**src/core/vic_prio_pkg.sv**
```systemverilog
// shared constants and types for the interrupt priority and nesting block
package vic_prio_pkg;

	// register byte addresses
	localparam logic [31:0] ADDR_VECTOR_TABLE_BASE = 32'hffff0014;
	localparam logic [31:0] ADDR_NORMAL_VECTOR_POINTER = 32'hffff001c;
	localparam logic [31:0] ADDR_PRIORITY_WORD_B = 32'hffff0024;
	localparam logic [31:0] ADDR_PRIORITY_WORD_C = 32'hffff0028;
	localparam logic [31:0] ADDR_NESTING_CONTROL = 32'hffff0030;
	localparam logic [31:0] ADDR_NORMAL_ACTIVE_PRIORITY_MASK = 32'hffff003c;
	localparam logic [31:0] ADDR_FAST_VECTOR_POINTER = 32'hffff011c;
	localparam logic [31:0] ADDR_FAST_ACTIVE_PRIORITY_MASK = 32'hffff013c;

	// writable bits of the priority words and nesting control, all others read zero
	localparam logic [31:0] WMASK_PRIORITY_WORD_B = 32'h77777777;
	localparam logic [31:0] WMASK_PRIORITY_WORD_C = 32'h00777777;
	localparam logic [31:0] WMASK_NESTING_CONTROL = 32'h00000003;

	// reset values
	localparam logic [31:0] RST_WORD = 32'h00000000;
	localparam logic [15:0] RST_BASE = 16'h0000;
	localparam logic [7:0] RST_MASK = 8'h00;
	localparam logic [1:0] RST_NEST = 2'h0;

	// nesting control fields
	localparam int NEST_NORMAL_BIT = 0;
	localparam int NEST_FAST_BIT = 1;

	// vector pointer layout
	localparam int VEC_BASE_LSB = 7;
	localparam int VEC_SRC_LSB = 2;
	localparam int BASE_W = 16;
	localparam int SRC_W = 5;
	localparam int PRIO_W = 3;
	localparam int LEVELS = 8;

	// source space and per-field placement
	localparam int NUM_SRC = 32;
	localparam int NUM_FIELDS = 14;
	localparam logic [PRIO_W-1:0] DEFAULT_PRIO = 3'h0;
	// source numbers for each field: word b fields 0..7, word c fields 8..13
	localparam logic [SRC_W-1:0] FIELD_SRC [NUM_FIELDS] = '{
		5'h08, 5'h09, 5'h0a, 5'h0b, 5'h0c, 5'h0d, 5'h0e, 5'h0f,
		5'h10, 5'h11, 5'h12, 5'h13, 5'h14, 5'h15};
	// low bit of each field inside its word
	localparam int FIELD_LSB [NUM_FIELDS] = '{
		0, 4, 8, 12, 16, 20, 24, 28,
		0, 4, 8, 12, 16, 20};
	localparam int FIELDS_IN_B = 8;

	// one arbitration result
	typedef struct packed {
		logic valid;
		logic [SRC_W-1:0] num;
		logic [PRIO_W-1:0] prio;
	} sel_t;

endpackage

```
**src/core/vic_prio_nest.sv**
```systemverilog
// priority, nesting and vector logic of the interrupt controller, apb slave
//
// Summary of operation
// RULE1: priority word b holds a writable 0..7 supply monitor priority at bits 30:28.
// RULE2: word b holds comparator priority at 26:24 and external line 0 at 22:20.
// RULE3: word b holds serial port 18:16, two-wire b slave 14:12, b master 10:8, a slave 6:4, a master 2:0.
// RULE4: word c holds pwm 22:20, logic array 1 18:16, ext 3 14:12, ext 2 10:8, logic array 0 6:4, ext 1 2:0.
// RULE5: nesting control bit 0 turns on nesting and prioritisation of normal interrupts.
// RULE6: nesting control bit 1 turns on nesting and prioritisation of fast interrupts.
// RULE7: with nesting off both kinds still fire, levels are ignored and fast outranks normal.
// RULE8: reading the normal vector with nesting on sets the mask bit of the served priority.
// RULE9: a set mask bit blocks all interrupts of that priority and lower.
// RULE10: a mask write clears only the lowest set bit, one per write.
// RULE11: the fast vector reads zeros, the base at 22:7, the source at 6:2 and zeros at 1:0.
// RULE12: software reads the fast vector only while a fast interrupt is taken with nesting on.
// RULE13: the normal vector is formed like the fast one, with sources 0..21.
// RULE14: the vector base is a 16-bit writable field reset to zero, upper bits read zero.
// RULE15: reading the fast vector with fast nesting on sets a bit of a separate fast mask.
// RULE16: the lowest priority number wins, ties go to the lowest source, blocked winners raise nothing.
// RULE17: reserved bits read zero and ignore writes, everything resets to zero.
`timescale 1ns/1ps
module vic_prio_nest
	import vic_prio_pkg::*;
#(
	parameter int NORMAL_SRC = 22,
	parameter int FAST_SRC = 28
) (
	input wire logic clk_sys,
	input wire logic nrst,
	input wire logic psel,
	input wire logic penable,
	input wire logic pwrite,
	input wire logic [31:0] paddr,
	input wire logic [31:0] pwdata,
	output logic [31:0] prdata,
	output logic pready,
	output logic pslverr,
	input wire logic [NORMAL_SRC-1:0] normal_src_pending,
	input wire logic [FAST_SRC-1:0] fast_src_pending,
	output logic normal_req,
	output logic fast_req
);

	// software visible state
	logic [31:0] priority_word_b_reg;
	logic [31:0] priority_word_c_reg;
	logic [1:0] nesting_control_reg;
	logic [BASE_W-1:0] vector_table_base_reg;
	logic [LEVELS-1:0] normal_mask_reg;
	logic [LEVELS-1:0] fast_mask_reg;

	// bus answer and request state
	logic [31:0] prdata_reg;
	logic pready_reg;
	logic pslverr_reg;
	logic normal_req_reg;
	logic fast_req_reg;

	// vector read captured at setup so value and mask side effect agree
	sel_t rd_sel_reg;
	logic rd_normal_vec_reg;
	logic rd_fast_vec_reg;

	logic [NUM_SRC*PRIO_W-1:0] src_prio;
	logic [NUM_SRC-1:0] normal_pend_ext;
	logic [NUM_SRC-1:0] fast_pend_ext;
	sel_t normal_sel;
	sel_t fast_sel;
	logic normal_nest;
	logic fast_nest;
	logic normal_blocked;
	logic fast_blocked;
	logic setup_phase;
	logic access_done;
	logic wr_done;
	logic [31:0] rd_value;
	logic rd_error;
	logic fast_win;
	logic wr_word_b;
	logic wr_word_c;
	logic wr_nest;
	logic wr_base;
	logic wr_normal_mask;
	logic wr_fast_mask;

	assign normal_nest = nesting_control_reg[NEST_NORMAL_BIT]; // RULE5
	assign fast_nest = nesting_control_reg[NEST_FAST_BIT]; // RULE6

	// pick the winning pending source
	function automatic sel_t pick(
		input logic [NUM_SRC-1:0] pend,
		input logic [NUM_SRC*PRIO_W-1:0] pr,
		input logic nest
	);
		sel_t best;
		best = '0;
		for (int i = 0; i < NUM_SRC; i++) begin
			if (pend[i] && (!best.valid || (nest && pr[i*PRIO_W +: PRIO_W] < best.prio))) begin
				best.valid = 1'b1; // RULE16
				best.num = SRC_W'(i);
				best.prio = pr[i*PRIO_W +: PRIO_W];
			end
		end
		return best;
	endfunction

	// true when any mask bit at or above the given level's urgency is set
	function automatic logic is_blocked(
		input logic [LEVELS-1:0] mask,
		input logic [PRIO_W-1:0] prio
	);
		logic hit;
		hit = 1'b0;
		for (int i = 0; i < LEVELS; i++) begin
			if (mask[i] && PRIO_W'(i) <= prio) begin
				hit = 1'b1; // RULE9
			end
		end
		return hit;
	endfunction

	// clear only the lowest set bit
	function automatic logic [LEVELS-1:0] clear_lowest(input logic [LEVELS-1:0] mask);
		return mask & (mask - LEVELS'(1)); // RULE10
	endfunction

	// per-source priority table, unmapped sources take the default level
	generate
		for (genvar s = 0; s < NUM_SRC; s++) begin : g_src_prio
			logic [PRIO_W-1:0] p;
			always_comb begin
				p = DEFAULT_PRIO;
				for (int f = 0; f < NUM_FIELDS; f++) begin
					if (FIELD_SRC[f] == SRC_W'(s)) begin
						if (f < FIELDS_IN_B) begin
							p = priority_word_b_reg[FIELD_LSB[f] +: PRIO_W]; // RULE1 RULE2 RULE3
						end else begin
							p = priority_word_c_reg[FIELD_LSB[f] +: PRIO_W]; // RULE4
						end
					end
				end
			end
			assign src_prio[s*PRIO_W +: PRIO_W] = p;
		end
	endgenerate

	// widen pending vectors to the common source space
	assign normal_pend_ext = NUM_SRC'(normal_src_pending);
	assign fast_pend_ext = NUM_SRC'(fast_src_pending);

	// arbitration for both kinds
	assign normal_sel = pick(normal_pend_ext, src_prio, normal_nest); // RULE16
	assign fast_sel = pick(fast_pend_ext, src_prio, fast_nest); // RULE16

	// blocking only applies while nesting is on
	assign normal_blocked = normal_nest && is_blocked(normal_mask_reg, normal_sel.prio); // RULE9
	assign fast_blocked = fast_nest && is_blocked(fast_mask_reg, fast_sel.prio); // RULE15

	// an unblocked fast winner also holds back the normal request
	assign fast_win = fast_sel.valid && !fast_blocked; // RULE7

	// apb phase decode
	assign setup_phase = psel && !penable;
	assign access_done = psel && penable && pready_reg;
	assign wr_done = access_done && pwrite && !pslverr_reg;

	// one write strobe per writable register, none for the two vector pointers, taken at the access-completing edge
	assign wr_word_b = wr_done && paddr == ADDR_PRIORITY_WORD_B;
	assign wr_word_c = wr_done && paddr == ADDR_PRIORITY_WORD_C;
	assign wr_nest = wr_done && paddr == ADDR_NESTING_CONTROL;
	assign wr_base = wr_done && paddr == ADDR_VECTOR_TABLE_BASE;
	assign wr_normal_mask = wr_done && paddr == ADDR_NORMAL_ACTIVE_PRIORITY_MASK;
	assign wr_fast_mask = wr_done && paddr == ADDR_FAST_ACTIVE_PRIORITY_MASK;

	// read value and address check, evaluated in the setup cycle
	always_comb begin
		rd_value = 32'h00000000;
		rd_error = 1'b0;
		if (paddr == ADDR_VECTOR_TABLE_BASE) begin
			rd_value = 32'(vector_table_base_reg); // RULE14
		end else if (paddr == ADDR_NORMAL_VECTOR_POINTER) begin
			rd_value = (32'(vector_table_base_reg) << VEC_BASE_LSB)
				| (32'(normal_sel.num) << VEC_SRC_LSB); // RULE13
		end else if (paddr == ADDR_PRIORITY_WORD_B) begin
			rd_value = priority_word_b_reg;
		end else if (paddr == ADDR_PRIORITY_WORD_C) begin
			rd_value = priority_word_c_reg;
		end else if (paddr == ADDR_NESTING_CONTROL) begin
			rd_value = 32'(nesting_control_reg); // RULE17
		end else if (paddr == ADDR_NORMAL_ACTIVE_PRIORITY_MASK) begin
			rd_value = 32'(normal_mask_reg);
		end else if (paddr == ADDR_FAST_VECTOR_POINTER) begin
			rd_value = (32'(vector_table_base_reg) << VEC_BASE_LSB)
				| (32'(fast_sel.num) << VEC_SRC_LSB); // RULE11
		end else if (paddr == ADDR_FAST_ACTIVE_PRIORITY_MASK) begin
			rd_value = 32'(fast_mask_reg);
		end else begin
			rd_error = 1'b1;
		end
	end

	// ready pulse: one wait-free access phase after each setup cycle
	always_ff @(posedge clk_sys or negedge nrst) begin
		if (!nrst) begin
			pready_reg <= 1'b0;
		end else if (setup_phase) begin
			pready_reg <= 1'b1;
		end else if (access_done) begin
			pready_reg <= 1'b0;
		end
	end

	// error flag for unmapped addresses, shown with ready
	always_ff @(posedge clk_sys or negedge nrst) begin
		if (!nrst) begin
			pslverr_reg <= 1'b0;
		end else if (setup_phase) begin
			pslverr_reg <= rd_error; // RULE17
		end else if (access_done) begin
			pslverr_reg <= 1'b0;
		end
	end

	// read data, zero outside the access phase and for writes
	always_ff @(posedge clk_sys or negedge nrst) begin
		if (!nrst) begin
			prdata_reg <= RST_WORD;
		end else if (setup_phase) begin
			prdata_reg <= pwrite ? RST_WORD : rd_value;
		end else if (access_done) begin
			prdata_reg <= RST_WORD;
		end
	end

	// remember which vector is being read
	always_ff @(posedge clk_sys or negedge nrst) begin
		if (!nrst) begin
			rd_normal_vec_reg <= 1'b0;
			rd_fast_vec_reg <= 1'b0;
		end else if (setup_phase) begin
			rd_normal_vec_reg <= !pwrite && paddr == ADDR_NORMAL_VECTOR_POINTER;
			rd_fast_vec_reg <= !pwrite && paddr == ADDR_FAST_VECTOR_POINTER;
		end
	end

	// winner of that read, so returned number and mask bit agree
	always_ff @(posedge clk_sys or negedge nrst) begin
		if (!nrst) begin
			rd_sel_reg <= '0;
		end else if (setup_phase) begin
			rd_sel_reg <= (paddr == ADDR_FAST_VECTOR_POINTER) ? fast_sel : normal_sel;
		end
	end

	// priority word b, reserved bits masked off
	always_ff @(posedge clk_sys or negedge nrst) begin
		if (!nrst) begin
			priority_word_b_reg <= RST_WORD; // RULE17
		end else if (wr_word_b) begin
			priority_word_b_reg <= pwdata & WMASK_PRIORITY_WORD_B; // RULE1 RULE2 RULE3 RULE17
		end
	end

	// priority word c, reserved bits masked off
	always_ff @(posedge clk_sys or negedge nrst) begin
		if (!nrst) begin
			priority_word_c_reg <= RST_WORD;
		end else if (wr_word_c) begin
			priority_word_c_reg <= pwdata & WMASK_PRIORITY_WORD_C; // RULE4 RULE17
		end
	end

	// nesting control, two live bits
	always_ff @(posedge clk_sys or negedge nrst) begin
		if (!nrst) begin
			nesting_control_reg <= RST_NEST;
		end else if (wr_nest) begin
			nesting_control_reg <= 2'(pwdata & WMASK_NESTING_CONTROL); // RULE5 RULE6
		end
	end

	// vector table base, upper half never stored
	always_ff @(posedge clk_sys or negedge nrst) begin
		if (!nrst) begin
			vector_table_base_reg <= RST_BASE;
		end else if (wr_base) begin
			vector_table_base_reg <= pwdata[BASE_W-1:0]; // RULE14
		end
	end

	// normal active mask: vector read sets, write clears lowest
	always_ff @(posedge clk_sys or negedge nrst) begin
		if (!nrst) begin
			normal_mask_reg <= RST_MASK;
		end else if (access_done && rd_normal_vec_reg && normal_nest && rd_sel_reg.valid) begin
			normal_mask_reg <= normal_mask_reg | (LEVELS'(1) << rd_sel_reg.prio); // RULE8
		end else if (wr_normal_mask) begin
			normal_mask_reg <= clear_lowest(normal_mask_reg); // RULE10
		end
	end

	// fast active mask, same behaviour as the normal one
	always_ff @(posedge clk_sys or negedge nrst) begin
		if (!nrst) begin
			fast_mask_reg <= RST_MASK;
		end else if (access_done && rd_fast_vec_reg && fast_nest && rd_sel_reg.valid) begin
			fast_mask_reg <= fast_mask_reg | (LEVELS'(1) << rd_sel_reg.prio); // RULE15
		end else if (wr_fast_mask) begin
			fast_mask_reg <= clear_lowest(fast_mask_reg); // RULE15
		end
	end

	// fast request to the core
	always_ff @(posedge clk_sys or negedge nrst) begin
		if (!nrst) begin
			fast_req_reg <= 1'b0;
		end else begin
			fast_req_reg <= fast_win; // RULE16
		end
	end

	// normal request, held back while a fast one is raised
	always_ff @(posedge clk_sys or negedge nrst) begin
		if (!nrst) begin
			normal_req_reg <= 1'b0;
		end else begin
			normal_req_reg <= normal_sel.valid && !normal_blocked
				&& !fast_win; // RULE7
		end
	end

	// registered outputs
	assign prdata = prdata_reg;
	assign pready = pready_reg;
	assign pslverr = pslverr_reg;
	assign normal_req = normal_req_reg;
	assign fast_req = fast_req_reg;

endmodule // vic_prio_nest

```
**config.mk**
```make
export PLATFORM = sky130hd
export DESIGN_NAME = vic_prio_nest
export DESIGN_NICKNAME = d
export VERILOG_FILES = /design/src/core/vic_prio_pkg.sv /design/src/core/vic_prio_nest.sv
export SDC_FILE = /design/constraint.sdc
export NUM_CORES = 1
export LEC_CHECK = 0
export BUFFER_PORTS_ARGS = -buffer_cell sky130_fd_sc_hd__buf_2
export CAP_MARGIN = 20
export CORE_ASPECT_RATIO = 0.5
export CORE_MARGIN = 2
export CORE_UTILIZATION = 46
export DETAILED_ROUTE_END_ITERATION = 7
export GPL_TIMING_DRIVEN = 0
export MAX_ROUTING_LAYER = met4
export PLACE_DENSITY = 0.67
export SLEW_MARGIN = 10
export SYNTH_ARGS = -nofsm -noshare
export SYNTH_HDL_FRONTEND = slang
export SYNTH_SLANG_ARGS = --single-unit
```
**constraint.sdc**
```tcl
create_clock -name clk_sys -period 45 [get_ports clk_sys]
set_input_delay 2.25 -clock clk_sys [delete_from_list [all_inputs] [get_ports clk_sys]]
set_output_delay 2.25 -clock clk_sys [all_outputs]
set_load 0.05 [all_outputs]
```
==> impl_results.html <==
<table>
<tr><th>Metric</th><th>Value</th></tr>
<tr><th colspan="2">Worst setup path</th></tr>
<tr><td>Critical Path Sink Type</td><td>flop</td></tr>
<tr><td>Cell seen most often among critical-path stages</td><td>ha_1</td></tr>
<tr><td>Crit-path slowest cell</td><td>o41ai_1</td></tr>
<tr><td>Type of the worst setup path</td><td>input port to flop</td></tr>
<tr><td>Critical Path RT</td><td>45.35 ns</td></tr>
<tr><td>Critical path data arrival time</td><td>25.39 ns</td></tr>
<tr><td>CP max stage delay</td><td>0.98 ns</td></tr>
<tr><td>Highest net fanout along the worst path</td><td>8</td></tr>
<tr><td>Startpoint Class</td><td>input port</td></tr>
<tr><th colspan="2">Pwr</th></tr>
<tr><td>Leak Pwr</td><td>5.106 nW</td></tr>
<tr><td>Total power divided by cell area</td><td>24.59 mW/mm^2</td></tr>
<tr><td>Worst-case vdd ir drop</td><td>0.00002627 V</td></tr>
<tr><td>Total power</td><td>0.0002819 W</td></tr>
<tr><th colspan="2">STA</th></tr>
<tr><td>Share of the clock period used by the worst path after layout</td><td>0.5564</td></tr>
<tr><td>Achievable Freq</td><td>39.94 MHz</td></tr>
<tr><td>Final worst slack</td><td>19.96 ns</td></tr>
<tr><td>Worst clock skew on the final layout</td><td>0.007474 ns</td></tr>
<tr><td>Max Transition Viols Final</td><td>0</td></tr>
<tr><td>RSZ-0062 raised after global routing</td><td>no</td></tr>
<tr><td>Slew margin rel.</td><td>0.2151</td></tr>
<tr><td>Final setup viols</td><td>0</td></tr>
<tr><td>Slew at the pin with the worst max-slew slack</td><td>1.177 ns</td></tr>
<tr><td>Number of hold violations in the final report</td><td>0</td></tr>
<tr><td>Final period demand of the worst path</td><td>25.04 ns</td></tr>
<tr><td>Setup total negative slack</td><td>0 ns</td></tr>
<tr><th colspan="2">Die</th></tr>
<tr><td>Standard-cell row count</td><td>37</td></tr>
<tr><td>Die Span X</td><td>209.2 um</td></tr>
<tr><td>IO Count</td><td>155</td></tr>
<tr><td>Overall die area</td><td>0.02229 sq mm</td></tr>
<tr><td>Core box area</td><td>0.02060 sq mm</td></tr>
<tr><td>Die H</td><td>106.6 um</td></tr>
<tr><td>Starting density of the core</td><td>0.4699</td></tr>
<tr><th colspan="2">Run status</th></tr>
<tr><td>Outcome</td><td>finished clean</td></tr>
<tr><th colspan="2">Synth</th></tr>
<tr><td>Sequential area share after synthesis</td><td>0.2973</td></tr>
<tr><td>Yosys Warn Count</td><td>0</td></tr>
<tr><td>Post-synthesis sequential element count</td><td>115</td></tr>
<tr><td>Distinct cell type count of the synthesized netlist</td><td>88</td></tr>
<tr><td>Synth Area per Inst</td><td>7.954 sq um</td></tr>
<tr><td>Number of enable flip-flop cells after synthesis</td><td>0</td></tr>
<tr><td>Number of standard cells after synthesis</td><td>1217</td></tr>
<tr><td>Share of flip-flops with an asynchronous set or reset</td><td>1.000</td></tr>
<tr><td>Prevailing post-synth register cell</td><td>dfrtp_1</td></tr>
<tr><td>Synthesized cell area</td><td>0.009681 sq mm</td></tr>
<tr><th colspan="2">Layout</th></tr>
<tr><td>Number of flip-flops under the largest register name</td><td>29</td></tr>
<tr><td>Most frequent cells in the layout</td><td>147 x nand2_1, 146 x buf_2, 115 x dfrtp_1</td></tr>
<tr><td>Net count of the finished layout</td><td>1543</td></tr>
<tr><td>Area overhead of the layout relative to synthesis</td><td>18.40%</td></tr>
<tr><td>Diode insertion count for antenna repair</td><td>0</td></tr>
<tr><td>Most common library cell in the layout ignoring fill and taps</td><td>nand2_1</td></tr>
<tr><td>Share of cells above drive strength 1</td><td>0.1854</td></tr>
<tr><th colspan="2">CTS</th></tr>
<tr><td>Maximum buffer depth of the clock tree</td><td>2</td></tr>
<tr><td>Cts repair resizes</td><td>0</td></tr>
<tr><td>Clock root buffer master</td><td>clkbuf_16</td></tr>
<tr><td>Inserted Clock Buffers</td><td>17</td></tr>
<tr><td>Clk sink count</td><td>115</td></tr>
<tr><td>Clk slew on worst S/H paths</td><td>0.06 ns</td></tr>
<tr><td>Post-CTS setup-driven buffer insertion count</td><td>0</td></tr>
<tr><td>TritonCTS clock tree</td><td>done</td></tr>
<tr><td>Skew-Pair Late Insertion Delay</td><td>0.43 ns</td></tr>
<tr><td>H-Tree Depth</td><td>4</td></tr>
<tr><td>Number of buffers added to fix hold violations after cts</td><td>0</td></tr>
<tr><th colspan="2">Worst hold path</th></tr>
<tr><td>Worst min path class</td><td>flop to flop</td></tr>
<tr><th colspan="2">Job</th></tr>
<tr><td>Number of max-capacitance violations reported</td><td>0</td></tr>
<tr><th colspan="2">Detailed routing</th></tr>
<tr><td>Number of iterations in the first detailed-routing pass</td><td>6</td></tr>
<tr><td>Drt wl/cell</td><td>22.06 um</td></tr>
<tr><td>Post-detailed-route DRC marker count</td><td>0</td></tr>
<tr><td>Final routed wirelength across all metal layers</td><td>36840 um</td></tr>
<tr><td>Vias after detailed routing</td><td>10620</td></tr>
<tr><td>Ratio of routed vias to standard cells</td><td>6.359</td></tr>
<tr><td>Post-route ant nets</td><td>0</td></tr>
<tr><td>Number of violations reported at the end of detailed-routing iteration 0</td><td>1099</td></tr>
<tr><th colspan="2">Placement</th></tr>
<tr><td>Half-perimeter wire length after placement</td><td>29480 um</td></tr>
<tr><td>Port Buf Inserts</td><td>143</td></tr>
<tr><td>Placement Setup Slack</td><td>20.08 ns</td></tr>
<tr><td>Routability congestion estimate</td><td>0.9541</td></tr>
<tr><th colspan="2">GRT</th></tr>
<tr><td>Total global-route track usage</td><td>0.3444</td></tr>
<tr><td>Total congestion overflow</td><td>0</td></tr>
<tr><td>Initial antenna violation count</td><td>0</td></tr>
<tr><td>First-pass GRT wire length</td><td>56970 um</td></tr>
<tr><td>Maximum number of pins on one net before global-route repair</td><td>89</td></tr>
<tr><td>Via count of the first global-routing pass</td><td>10140</td></tr>
</table>
-- cell type report --
| class | instances | area [sq um] |
|---|---|---|
| inverter | 68 | 255.2 |
| multi-input combinational | 996 | 6384 |
| timing repair buffer | 146 | 759.5 |
| clock buffer | 19 | 452.9 |
| sequential | 115 | 2878 |
| tap | 273 | 341.6 |
| buffer | 40 | 171.4 |
| clock inverter | 13 | 220.2 |
| fill | 1942 | 9139 |
-- power breakdown --
group	internal, W	switching (W)
Combinational	0.00000705	0.0000140
Sequential	0.000104	0.000000418
Clock	0.000102	0.0000543
Total	0.000213	0.0000688
-- stage by stage --
step                hold WS, ns  cell area, sq um  utilization  instances
global placement         0.4590             10750       0.5216       1635
floorplan                0.4502              9688            -       1219
detailed placement       0.4618             10780       0.5235       1637
finish                   0.4722             11460       0.5564       1670
global route             0.4928             11460       0.5564       1670
CTS                      0.4759             11460       0.5561       1669
-- kinds of logic after synthesis --
kind of cell / Yosys count / share of synthesized area
DFF: 115 / 0.2973
and+or+nand+nor: 471 / 0.2378
AOI/OAI and AO/OA: 415 / 0.2939
adders and majority gates: 43 / 0.05480
buffers and inverters: 108 / 0.04407
muxes: 64 / 0.07173
other: 1 / 0.0003874
-- cell usage after synthesis, types with 17 or more instances --
cell type,count,share of area
a211oi_1,17,0.013
nand2_1,147,0.057
ha_1,40,0.052
clkbuf_1,33,0.013
a21oi_1,75,0.039
o21a_1,21,0.016
dfrtp_1,115,0.30
mux2_2,43,0.050
o21ai_0,107,0.055
nor3_1,46,0.024
mux2i_1,21,0.022
nand3_1,23,0.012
inv_1,68,0.026
nor2_1,110,0.043
-- routing by layer --
layer  part of all wire  routed length [um]  global-route usage
met2               0.43               15910              0.5224
met1               0.45               16530              0.4602
met3               0.10                3819             0.09578
met5                  0                   0                   -
met4              0.016                 589             0.07755
-- path summary, 6_finish.rpt --
kind,to,from,slack (ns),depth (start not counted)
setup / recovery,normal_req$_DFF_PN0_,normal_src_pending[1],19.96,91
hold / removal,prdata[14]$_DFFE_PN0P_,prdata[14]$_DFFE_PN0P_,0.47,1
setup reg to reg,normal_req$_DFF_PN0_,nesting_control_reg[0]$_DFFE_PN0P_,22.74,87
hold reg to reg,prdata[14]$_DFFE_PN0P_,prdata[14]$_DFFE_PN0P_,0.47,1
max in group asynchronous,priority_word_b_reg[22]$_DFFE_PN0P_,nrst,42.56,2
min in group asynchronous,rd_sel_reg[8]$_DFFE_PN0P_,nrst,1.68,1
-- critical path, delay by kind of cell --
family,cells,cell delay (ns)
AO/OA/AOI/OAI,44,11.94
multiplexers,7,2.19
AND/OR/NAND/NOR,18,4.98
buffers and inverters,9,0.75
adder cells (fa/ha/maj),13,3.25
(Power assumes the default switching activity.)
